==> config.mk <==
export PLATFORM = sky130hd
export DESIGN_NAME = rps_store
export DESIGN_NICKNAME = d
export VERILOG_FILES = /design/src/include/rps_pkg.sv /design/src/verilog/rps_store.sv
export SDC_FILE = /design/constraint.sdc
export NUM_CORES = 1
export LEC_CHECK = 0
export ABC_AREA = 1
export BUFFER_PORTS_ARGS = -buffer_cell sky130_fd_sc_hd__buf_2
export CAP_MARGIN = 20
export CORE_MARGIN = 1.5
export CORE_UTILIZATION = 44
export DETAILED_ROUTE_END_ITERATION = 8
export GPL_TIMING_DRIVEN = 1
export PLACE_DENSITY_LB_ADDON = 0.05
export SLEW_MARGIN = 40
export SYNTH_ARGS = -nofsm -noshare
export SYNTH_HDL_FRONTEND = slang
export SYNTH_SLANG_ARGS = --single-unit
==> constraint.sdc <==
create_clock -name aclk -period 6 [get_ports aclk]
set_clock_uncertainty 0.15 [all_clocks]
set_input_delay 0.6 -clock aclk [delete_from_list [all_inputs] [get_ports aclk]]
set_output_delay 0.6 -clock aclk [all_outputs]
set_load 0.02 [all_outputs]
==> src/include/rps_pkg.sv <==
// package: constants and types of the redundant parameter store
package rps_pkg;
  localparam int ROWS = 128;
  localparam int COLS = 4;
  localparam int ROW_AW = 7;
  localparam int PAR_ROWS = 32;
  // voted parameter rows, one bit per row
  localparam int R_FAULT_LEV = 0;
  localparam int R_LOCK = 1;
  localparam int R_AMP = 2;
  localparam int AMP_W = 2;
  localparam int R_TCW = 4;
  localparam int TCW_W = 3;
  localparam int R_TC = 7;
  localparam int TC_W = 8;
  localparam int R_TC2 = 15;
  localparam int TC2_W = 8;
  localparam int R_PARITY = 23;
  // plain data rows, not voted
  localparam int R_MAKER_ID = 32;
  localparam int R_CUST_ID = 40;
  localparam int R_LUT = 48;
  localparam int R_CRC = 112;
  localparam logic [AMP_W-1:0] AMP_FACTORY = 2'h1;
  localparam logic [2:0] CELLS_SET = 3'h7;
  // serial frame: op, row, data; first bit is msb
  localparam int FRAME_BITS = 13;
  localparam logic [1:0] OP_WRITE = 2'h1;
  localparam logic [1:0] OP_READ = 2'h2;
  localparam int CNT_W = 4;
  // read-back bit time on the supply current
  localparam int CLK_NS = 20;
  localparam int BIT_TIME_NS = 1000;
  localparam int BIT_CYC = BIT_TIME_NS / CLK_NS;
  localparam int DIV_W = 8;
  // register map
  localparam logic [7:0] A_STATUS = 8'h00;
  localparam logic [7:0] A_MASK = 8'h04;
  localparam logic [7:0] A_STATE = 8'h08;
  localparam logic [7:0] A_PARAM = 8'h0c;
  localparam logic [7:0] A_ROW_SEL = 8'h10;
  localparam logic [7:0] A_ROW_DATA = 8'h14;
  localparam int EV_W = 4;
  localparam int EV_PARITY = 0;
  localparam int EV_REFUSED = 1;
  localparam int EV_WRITTEN = 2;
  localparam int EV_READ = 3;
  localparam logic [1:0] RESP_OKAY = 2'h0;
  localparam logic [1:0] RESP_SLVERR = 2'h2;
  typedef enum logic [1:0] {
    SYM_LOW = 2'h0, SYM_MID = 2'h1, SYM_HIGH = 2'h2
  } rps_sym_t;
  typedef enum logic [1:0] {
    ST_IDLE = 2'h0, ST_RECV = 2'h1, ST_EXEC = 2'h3, ST_SEND = 2'h2
  } rps_state_t;
  function automatic logic rps_maj3(input logic [2:0] c);
    return (c[0] & c[1]) | (c[0] & c[2]) | (c[1] & c[2]);
  endfunction : rps_maj3
endpackage : rps_pkg

==> src/verilog/rps_store.sv <==
// redundant parameter store with lock, serial programming and axi access
`timescale 1ns/100ps
`default_nettype none
module rps_store
  import rps_pkg::*;
(
  input wire logic aclk,
  input wire logic aresetn,
  input wire logic [7:0] s_axi_awaddr,
  input wire logic s_axi_awvalid,
  output logic s_axi_awready,
  input wire logic [31:0] s_axi_wdata,
  input wire logic [3:0] s_axi_wstrb,
  input wire logic s_axi_wvalid,
  output logic s_axi_wready,
  output logic [1:0] s_axi_bresp,
  output logic s_axi_bvalid,
  input wire logic s_axi_bready,
  input wire logic [7:0] s_axi_araddr,
  input wire logic s_axi_arvalid,
  output logic s_axi_arready,
  output logic [31:0] s_axi_rdata,
  output logic [1:0] s_axi_rresp,
  output logic s_axi_rvalid,
  input wire logic s_axi_rready,
  input wire logic supply_prog_level,
  input wire logic [1:0] pin_symbol,
  output logic supply_current_mod,
  output logic prog_mode,
  output logic diag_force,
  output logic diag_high,
  output logic [AMP_W-1:0] amp_current_sel,
  output logic [TCW_W-1:0] sensitivity_temp_coeff_range_select,
  output logic [TC_W-1:0] sensitivity_temp_coeff_fine,
  output logic [TC2_W-1:0] sensitivity_temp_coeff_curvature,
  output logic irq
);
  logic [COLS-1:0] arr_q [ROWS];
  logic [PAR_ROWS-1:0] param;
  logic parity_err, lock, session;
  logic fault_q, hv_q;
  rps_state_t st_q;
  logic [FRAME_BITS-1:0] frame_q;
  logic [CNT_W-1:0] cnt_q;
  logic [DIV_W-1:0] div_q;
  logic [COLS-1:0] tx_q;
  logic [1:0] sym_q;
  logic lead_edge, rx_bit, arr_we, bit_tick;
  logic [1:0] f_op;
  logic [ROW_AW-1:0] f_row;
  logic [COLS-1:0] f_data;
  logic aw_have_q, w_have_q, wr_fire;
  logic [7:0] awaddr_q;
  logic [31:0] wdata_q;
  logic [3:0] wstrb_q;
  logic [EV_W-1:0] status_q, mask_q, ev, clr;
  logic [ROW_AW-1:0] row_sel_q;

  // only the voted rows reach the analog settings
  always_comb begin
    for (int i = 0; i < PAR_ROWS; i++) begin
      param[i] = rps_maj3(arr_q[i][2:0]);
    end
  end
  assign parity_err = ^param;
  assign lock = param[R_LOCK];
  assign session = supply_prog_level;

  always_ff @(posedge aclk) begin
    if (!aresetn) begin
      fault_q <= 1'b0;
      diag_force <= 1'b0;
      diag_high <= 1'b0;
      amp_current_sel <= AMP_FACTORY;
      sensitivity_temp_coeff_range_select <= '0;
      sensitivity_temp_coeff_fine <= '0;
      sensitivity_temp_coeff_curvature <= '0;
    end else begin
      fault_q <= parity_err;
      diag_force <= parity_err;
      diag_high <= param[R_FAULT_LEV];
      amp_current_sel <= param[R_AMP +: AMP_W];
      sensitivity_temp_coeff_range_select <= param[R_TCW +: TCW_W];
      sensitivity_temp_coeff_fine <= param[R_TC +: TC_W];
      sensitivity_temp_coeff_curvature <= param[R_TC2 +: TC2_W];
    end
  end

  // writes need the raised supply and a clear lock bit
  always_ff @(posedge aclk) begin
    if (!aresetn) begin
      prog_mode <= 1'b0;
      hv_q <= 1'b0;
    end else begin
      prog_mode <= session && !lock;
      hv_q <= session;
    end
  end

  // leading edge: the line leaves the mid level
  assign lead_edge = (sym_q == SYM_MID) && (pin_symbol != SYM_MID);
  assign rx_bit = (pin_symbol == SYM_HIGH);
  assign f_op = frame_q[FRAME_BITS-1 -: 2];
  assign f_row = frame_q[COLS +: ROW_AW];
  assign f_data = frame_q[COLS-1:0];
  assign arr_we = (st_q == ST_EXEC) && (f_op == OP_WRITE) && prog_mode;
  assign bit_tick = (div_q == DIV_W'(BIT_CYC - 1));

  always_ff @(posedge aclk) begin
    if (!aresetn) begin
      sym_q <= SYM_MID;
    end else begin
      sym_q <= pin_symbol;
    end
  end

  // a session without write right still allows read back
  always_ff @(posedge aclk) begin
    if (!aresetn) begin
      st_q <= ST_IDLE;
      frame_q <= '0;
      cnt_q <= '0;
    end else if (!session) begin
      st_q <= ST_IDLE;
      cnt_q <= '0;
    end else begin
      unique case (st_q)
        ST_IDLE: begin
          st_q <= ST_RECV;
          cnt_q <= '0;
        end
        ST_RECV: begin
          if (lead_edge) begin
            frame_q <= {frame_q[FRAME_BITS-2:0], rx_bit};
            cnt_q <= cnt_q + 1'b1;
            if (cnt_q == CNT_W'(FRAME_BITS - 1)) begin
              st_q <= ST_EXEC;
            end
          end
        end
        ST_EXEC: begin
          cnt_q <= '0;
          st_q <= (f_op == OP_READ) ? ST_SEND : ST_RECV;
        end
        ST_SEND: begin
          if (bit_tick) begin
            cnt_q <= cnt_q + 1'b1;
            if (cnt_q == CNT_W'(COLS - 1)) begin
              st_q <= ST_RECV;
              cnt_q <= '0;
            end
          end
        end
      endcase
    end
  end

  // read back shifts one row out lsb first on the supply current
  always_ff @(posedge aclk) begin
    if (!aresetn) begin
      div_q <= '0;
      tx_q <= '0;
      supply_current_mod <= 1'b0;
    end else if (st_q == ST_EXEC) begin
      div_q <= '0;
      tx_q <= arr_q[f_row];
    end else if (st_q == ST_SEND) begin
      div_q <= bit_tick ? '0 : div_q + 1'b1;
      supply_current_mod <= tx_q[0];
      if (bit_tick) begin
        tx_q <= tx_q >> 1;
      end
    end else begin
      supply_current_mod <= 1'b0;
    end
  end

  // erased image keeps parity even with the factory amp setting
  always_ff @(posedge aclk) begin
    if (!aresetn) begin
      for (int r = 0; r < ROWS; r++) begin
        arr_q[r] <= '0;
      end
      arr_q[R_AMP] <= {1'b0, CELLS_SET};
      arr_q[R_PARITY] <= {1'b0, CELLS_SET};
    end else if (arr_we) begin
      arr_q[f_row] <= f_data;
    end
  end

  // axi4-lite write: address and data taken in either order
  assign wr_fire = aw_have_q && w_have_q && !s_axi_bvalid;

  always_ff @(posedge aclk) begin
    if (!aresetn) begin
      s_axi_awready <= 1'b0;
      s_axi_wready <= 1'b0;
      s_axi_bvalid <= 1'b0;
      s_axi_bresp <= RESP_OKAY;
      aw_have_q <= 1'b0;
      w_have_q <= 1'b0;
      awaddr_q <= '0;
      wdata_q <= '0;
      wstrb_q <= '0;
    end else begin
      if (s_axi_awvalid && s_axi_awready) begin
        aw_have_q <= 1'b1;
        awaddr_q <= s_axi_awaddr;
        s_axi_awready <= 1'b0;
      end else begin
        s_axi_awready <= !aw_have_q && !s_axi_bvalid;
      end
      if (s_axi_wvalid && s_axi_wready) begin
        w_have_q <= 1'b1;
        wdata_q <= s_axi_wdata;
        wstrb_q <= s_axi_wstrb;
        s_axi_wready <= 1'b0;
      end else begin
        s_axi_wready <= !w_have_q && !s_axi_bvalid;
      end
      if (wr_fire) begin
        aw_have_q <= 1'b0;
        w_have_q <= 1'b0;
        s_axi_bvalid <= 1'b1;
        s_axi_bresp <= (awaddr_q == A_STATUS || awaddr_q == A_MASK ||
                        awaddr_q == A_ROW_SEL) ? RESP_OKAY : RESP_SLVERR;
      end else if (s_axi_bvalid && s_axi_bready) begin
        s_axi_bvalid <= 1'b0;
      end
    end
  end

  always_ff @(posedge aclk) begin
    if (!aresetn) begin
      mask_q <= '0;
      row_sel_q <= '0;
    end else if (wr_fire && wstrb_q[0]) begin
      if (awaddr_q == A_MASK) begin
        mask_q <= wdata_q[EV_W-1:0];
      end
      if (awaddr_q == A_ROW_SEL) begin
        row_sel_q <= wdata_q[ROW_AW-1:0];
      end
    end
  end

  // sticky events; a set in the clearing cycle survives
  always_comb begin
    ev = '0;
    ev[EV_PARITY] = parity_err && !fault_q;
    ev[EV_REFUSED] = session && !hv_q && lock;
    ev[EV_WRITTEN] = arr_we;
    ev[EV_READ] = (st_q == ST_SEND) && bit_tick &&
                  (cnt_q == CNT_W'(COLS - 1));
    clr = '0;
    if (wr_fire && wstrb_q[0] && awaddr_q == A_STATUS) begin
      clr = wdata_q[EV_W-1:0];
    end
  end

  always_ff @(posedge aclk) begin
    if (!aresetn) begin
      status_q <= '0;
      irq <= 1'b0;
    end else begin
      status_q <= (status_q & ~clr) | ev;
      irq <= |(status_q & mask_q);
    end
  end

  // axi4-lite read; raw rows readable whatever the lock
  always_ff @(posedge aclk) begin
    if (!aresetn) begin
      s_axi_arready <= 1'b0;
      s_axi_rvalid <= 1'b0;
      s_axi_rdata <= '0;
      s_axi_rresp <= RESP_OKAY;
    end else if (s_axi_arvalid && s_axi_arready) begin
      s_axi_arready <= 1'b0;
      s_axi_rvalid <= 1'b1;
      s_axi_rresp <= RESP_OKAY;
      unique case (s_axi_araddr)
        A_STATUS: s_axi_rdata <= 32'(status_q);
        A_MASK: s_axi_rdata <= 32'(mask_q);
        A_STATE: s_axi_rdata <= 32'({st_q, lock, fault_q, prog_mode});
        A_PARAM: s_axi_rdata <= 32'(param);
        A_ROW_SEL: s_axi_rdata <= 32'(row_sel_q);
        A_ROW_DATA: s_axi_rdata <= 32'(arr_q[row_sel_q]);
        default: begin
          s_axi_rdata <= '0;
          s_axi_rresp <= RESP_SLVERR;
        end
      endcase
    end else if (s_axi_rvalid && s_axi_rready) begin
      s_axi_rvalid <= 1'b0;
      s_axi_arready <= 1'b1;
    end else if (!s_axi_rvalid) begin
      s_axi_arready <= 1'b1;
    end
  end
endmodule : rps_store
`default_nettype wire

==> results by group <==
Floorplan
  • Site row count: 103
  • Initial Utilization: 44.5%
  • IO Count: 129
  • Die Wd: 286 um
  • Total die area: 81800 sq um
  • Placeable Area: 79100 sq um
  • Die Ht: 286 um

Global route
  • Number of global-route vias before repair: 30100
  • Gr usage total: 29.5%
  • Met1 Use GR: 40.7%
  • Largest net degree at the start of global routing: 175
  • First-pass GRT wire length: 184000 um
  • Met3 usage: 4.19%
  • Routing usage on met2: 47.1%
  • Total gr overflow: 0
  • Initial antenna violation count: 1
  • Busiest layer in global routing: met2

Place
  • Dpl hpwl: 74800 um
  • Number of port buffers: 98
  • Placed insts: 5503
  • Placer Congestion: 0.855

Layout
  • Final core utilization: 49.4%
  • # fillers: 7780
  • Diode count: 0
  • Final Non-Filler Cells: 5646
  • Final net count: 4602
  • Share of cells above drive strength 1: 6.94%
  • P&R area growth vs syn: 10.9%

Synthesis
  • Synth area leader: edfxtp_1
  • Sequential fraction of the synthesis area: 51.9%
  • Most frequent cell after synthesis: nand2_1
  • Post-synth top area share: 43.6%
  • Yosys cell types: 38
  • Top cells by count, synth: nand2_1, nand3_1, nor2_1
  • Syn avg cell area: 7.62 sq um
  • Cell area after synthesis: 35200 sq um
  • Ranking of synthesized cells by area: edfxtp_1, nand2_1, nand3_1
  • EDFF count, synth: 512
  • Ys Warns: 0
  • Async set-reset flop share out of synthesis: 0%
  • Cells after Synth: 4623
  • FF+latch count, synth: 658
  • Ys flop type: edfxtp_1

Routing
  • DR vias/cell: 5.71
  • DR vias: 32200
  • Pre-antenna DRT Iters: 6
  • DRT iter0 DRCs: 3551
  • Post-route ant nets: 0
  • Routed wire length: 123000 um
  • DR DRC count: 0
  • Wire length per cell: 21.7 um

Clocking
  • Total CTS buffers: 77
  • Clock Path Buffers: 3
  • Clock Sink Count: 658
  • CTS tree: built
  • Root Buffer: clkbuf_16
  • Clk_lat worst skew: 630 ps
  • Clock slew at reported path FFs: 60 ps
  • CTS H-tree depth: 3

Timing
  • Hold WS: 67.0 ps
  • TNS Setup: 0 ps
  • Worst Max-Slew Pin Slew: 899 ps
  • RSZ-0062 raised after global routing: no
  • Share of the clock period used by the worst path: 59.9%
  • Final max-slew violation count: 0
  • Fmax: 278 MHz
  • Final hold violation count: 0
  • Endpoints failing setup: 0
  • Min cycle time layout: 3590 ps
  • Rel. slew slack: 40.0%

Pwr
  • Internal: 8.14 mW
  • Switch Pwr: 2.56 mW
  • Seq pwr share: 48.3%
  • Combinational Power Share: 6.4%
  • PD cells: 274 nW/um^2
  • P_leak: 16.4 nW
  • Switching Fraction: 24.0%
  • Clock share of power: 45.3%
  • Peak supply drop: 0.241 mV

Worst setup path
  • Arr. time, crit path: 3750 ps
  • Crit path largest cell delay: 600 ps
  • Crit-path max FO: 10
  • Startpoint types: flop
  • Cell Chain, Critical Path: nand2_2, nor4_2, inv_2, nor2_2, inv_2, nor2_1, inv_2, nor3_4, buf_4, nand2_1, nand2_1
  • Slowest stage cell, crit path: nor3_4
  • Crit Path Class: reg -> reg
  • Required time at the worst-slack endpoint: 6150 ps
  • Most used cell, CP: inv_2
  • Worst Setup End Kind: flop

Min path
  • Worst min path class: in -> reg

Outcome
  • Status: finished, final reports clean

Job
  • # Max-Cap Violations: 0
[per-stage QoR]
| stage | setup WS, ps | power (mW) | area (sq um) |
|---|---|---|---|
| global placement | 1990 | 5.93 | 36300 |
| finish | 2410 | 10.7 | 39100 |
| CTS | 2430 | 10.7 | 39000 |
| floorplan | 3530 | 5.68 | 35200 |
| detailed placement | 2160 | 5.93 | 36400 |
| global route | 2240 | 11.0 | 39100 |
[routing by layer]
layer,wire length [um],vias up
li1,-,15300
met1,52400,15300
met2,55700,1421
met3,9910,261
met4,4730,2
met5,11,-
[power by group through the flow]
| stage | logic [mW] | registers (mW) | clock network (mW) |
|---|---|---|---|
| after floorplan | 0.459 | 5.22 | 0 |
| after CTS | 0.675 | 5.16 | 4.89 |
| after global placement | 0.667 | 5.26 | 0 |
| after detailed placement | 0.672 | 5.26 | 0 |
| after global routing | 0.760 | 5.18 | 5.07 |
| final | 0.685 | 5.17 | 4.85 |
[worst max-delay path: cells and delay by family (launching register included)]
kind                   cells  cell delay (ps)
and+or+nand+nor            7             1780
DFF                        1              410
buffers and inverters      4              890
[final timing paths]
check                             startpoint       endpoint  slack (ps)  cells after the start
worst max-delay path                 st_q[1]   arr_q[50][3]        2410                     11
worst min-delay path            s_axi_bready   s_axi_bvalid          70                      4
worst max register to register       st_q[1]   arr_q[50][3]        2410                     11
worst min register to register     aw_have_q  s_axi_awready         270                      1
[what timing repair did]
item / in CTS / in global routing
hold buffers: 2 / 0
buffers inserted: 0 / 0
gates resized for setup: 0 / 0
setup endpoints to repair: 0 / 0
endpoints found under the hold margin: 2 / 0
[sequential cells by signal, indices dropped and copies added, names as in the netlist, 3 cells and up, named ones only]
register,flops
arr_q,512
s_axi_rdata,32
frame_q,13
awaddr_q,8
div_q,8
sensitivity_temp_coeff_curvature,8
sensitivity_temp_coeff_fine,8
row_sel_q,7
wdata_q,7
cnt_q,4
mask_q,4
status_q,4
tx_q,4
sensitivity_temp_coeff_range_select,3
[layout by cell type, fill, tap and decap left out, types with 28 or more instances in the layout]
master	n
a21oi_1	91
buf_2	97
buf_4	28
clkbuf_16	82
dfxtp_1	137
edfxtp_1	512
inv_1	133
nand2_1	1534
nand3_1	885
nor2_1	681
o21ai_0	162
o22ai_1	41
[logic make-up after synthesis]
group	share of synthesized area, %
and+or+nand+nor	37.3
DFF	51.9
buffers and inverters	5.18
AOI/OAI and AO/OA	5.43
adders and majority gates	0.142
xor gates and xnor gates	0.0249
other	0.0106
[area by class of cell]
type	instances	area, sq um	share of cell area [%]
inverters	144	563	1.44
repair buffers	151	1120	2.86
flip-flops and latches	658	18300	46.9
clock buffers	99	2170	5.54
well taps	1050	1310	3.36
multi-input cells	3504	15200	38.8
clock inverters	40	420	1.08
No activity file was read; power rests on OpenSTA's default activity.
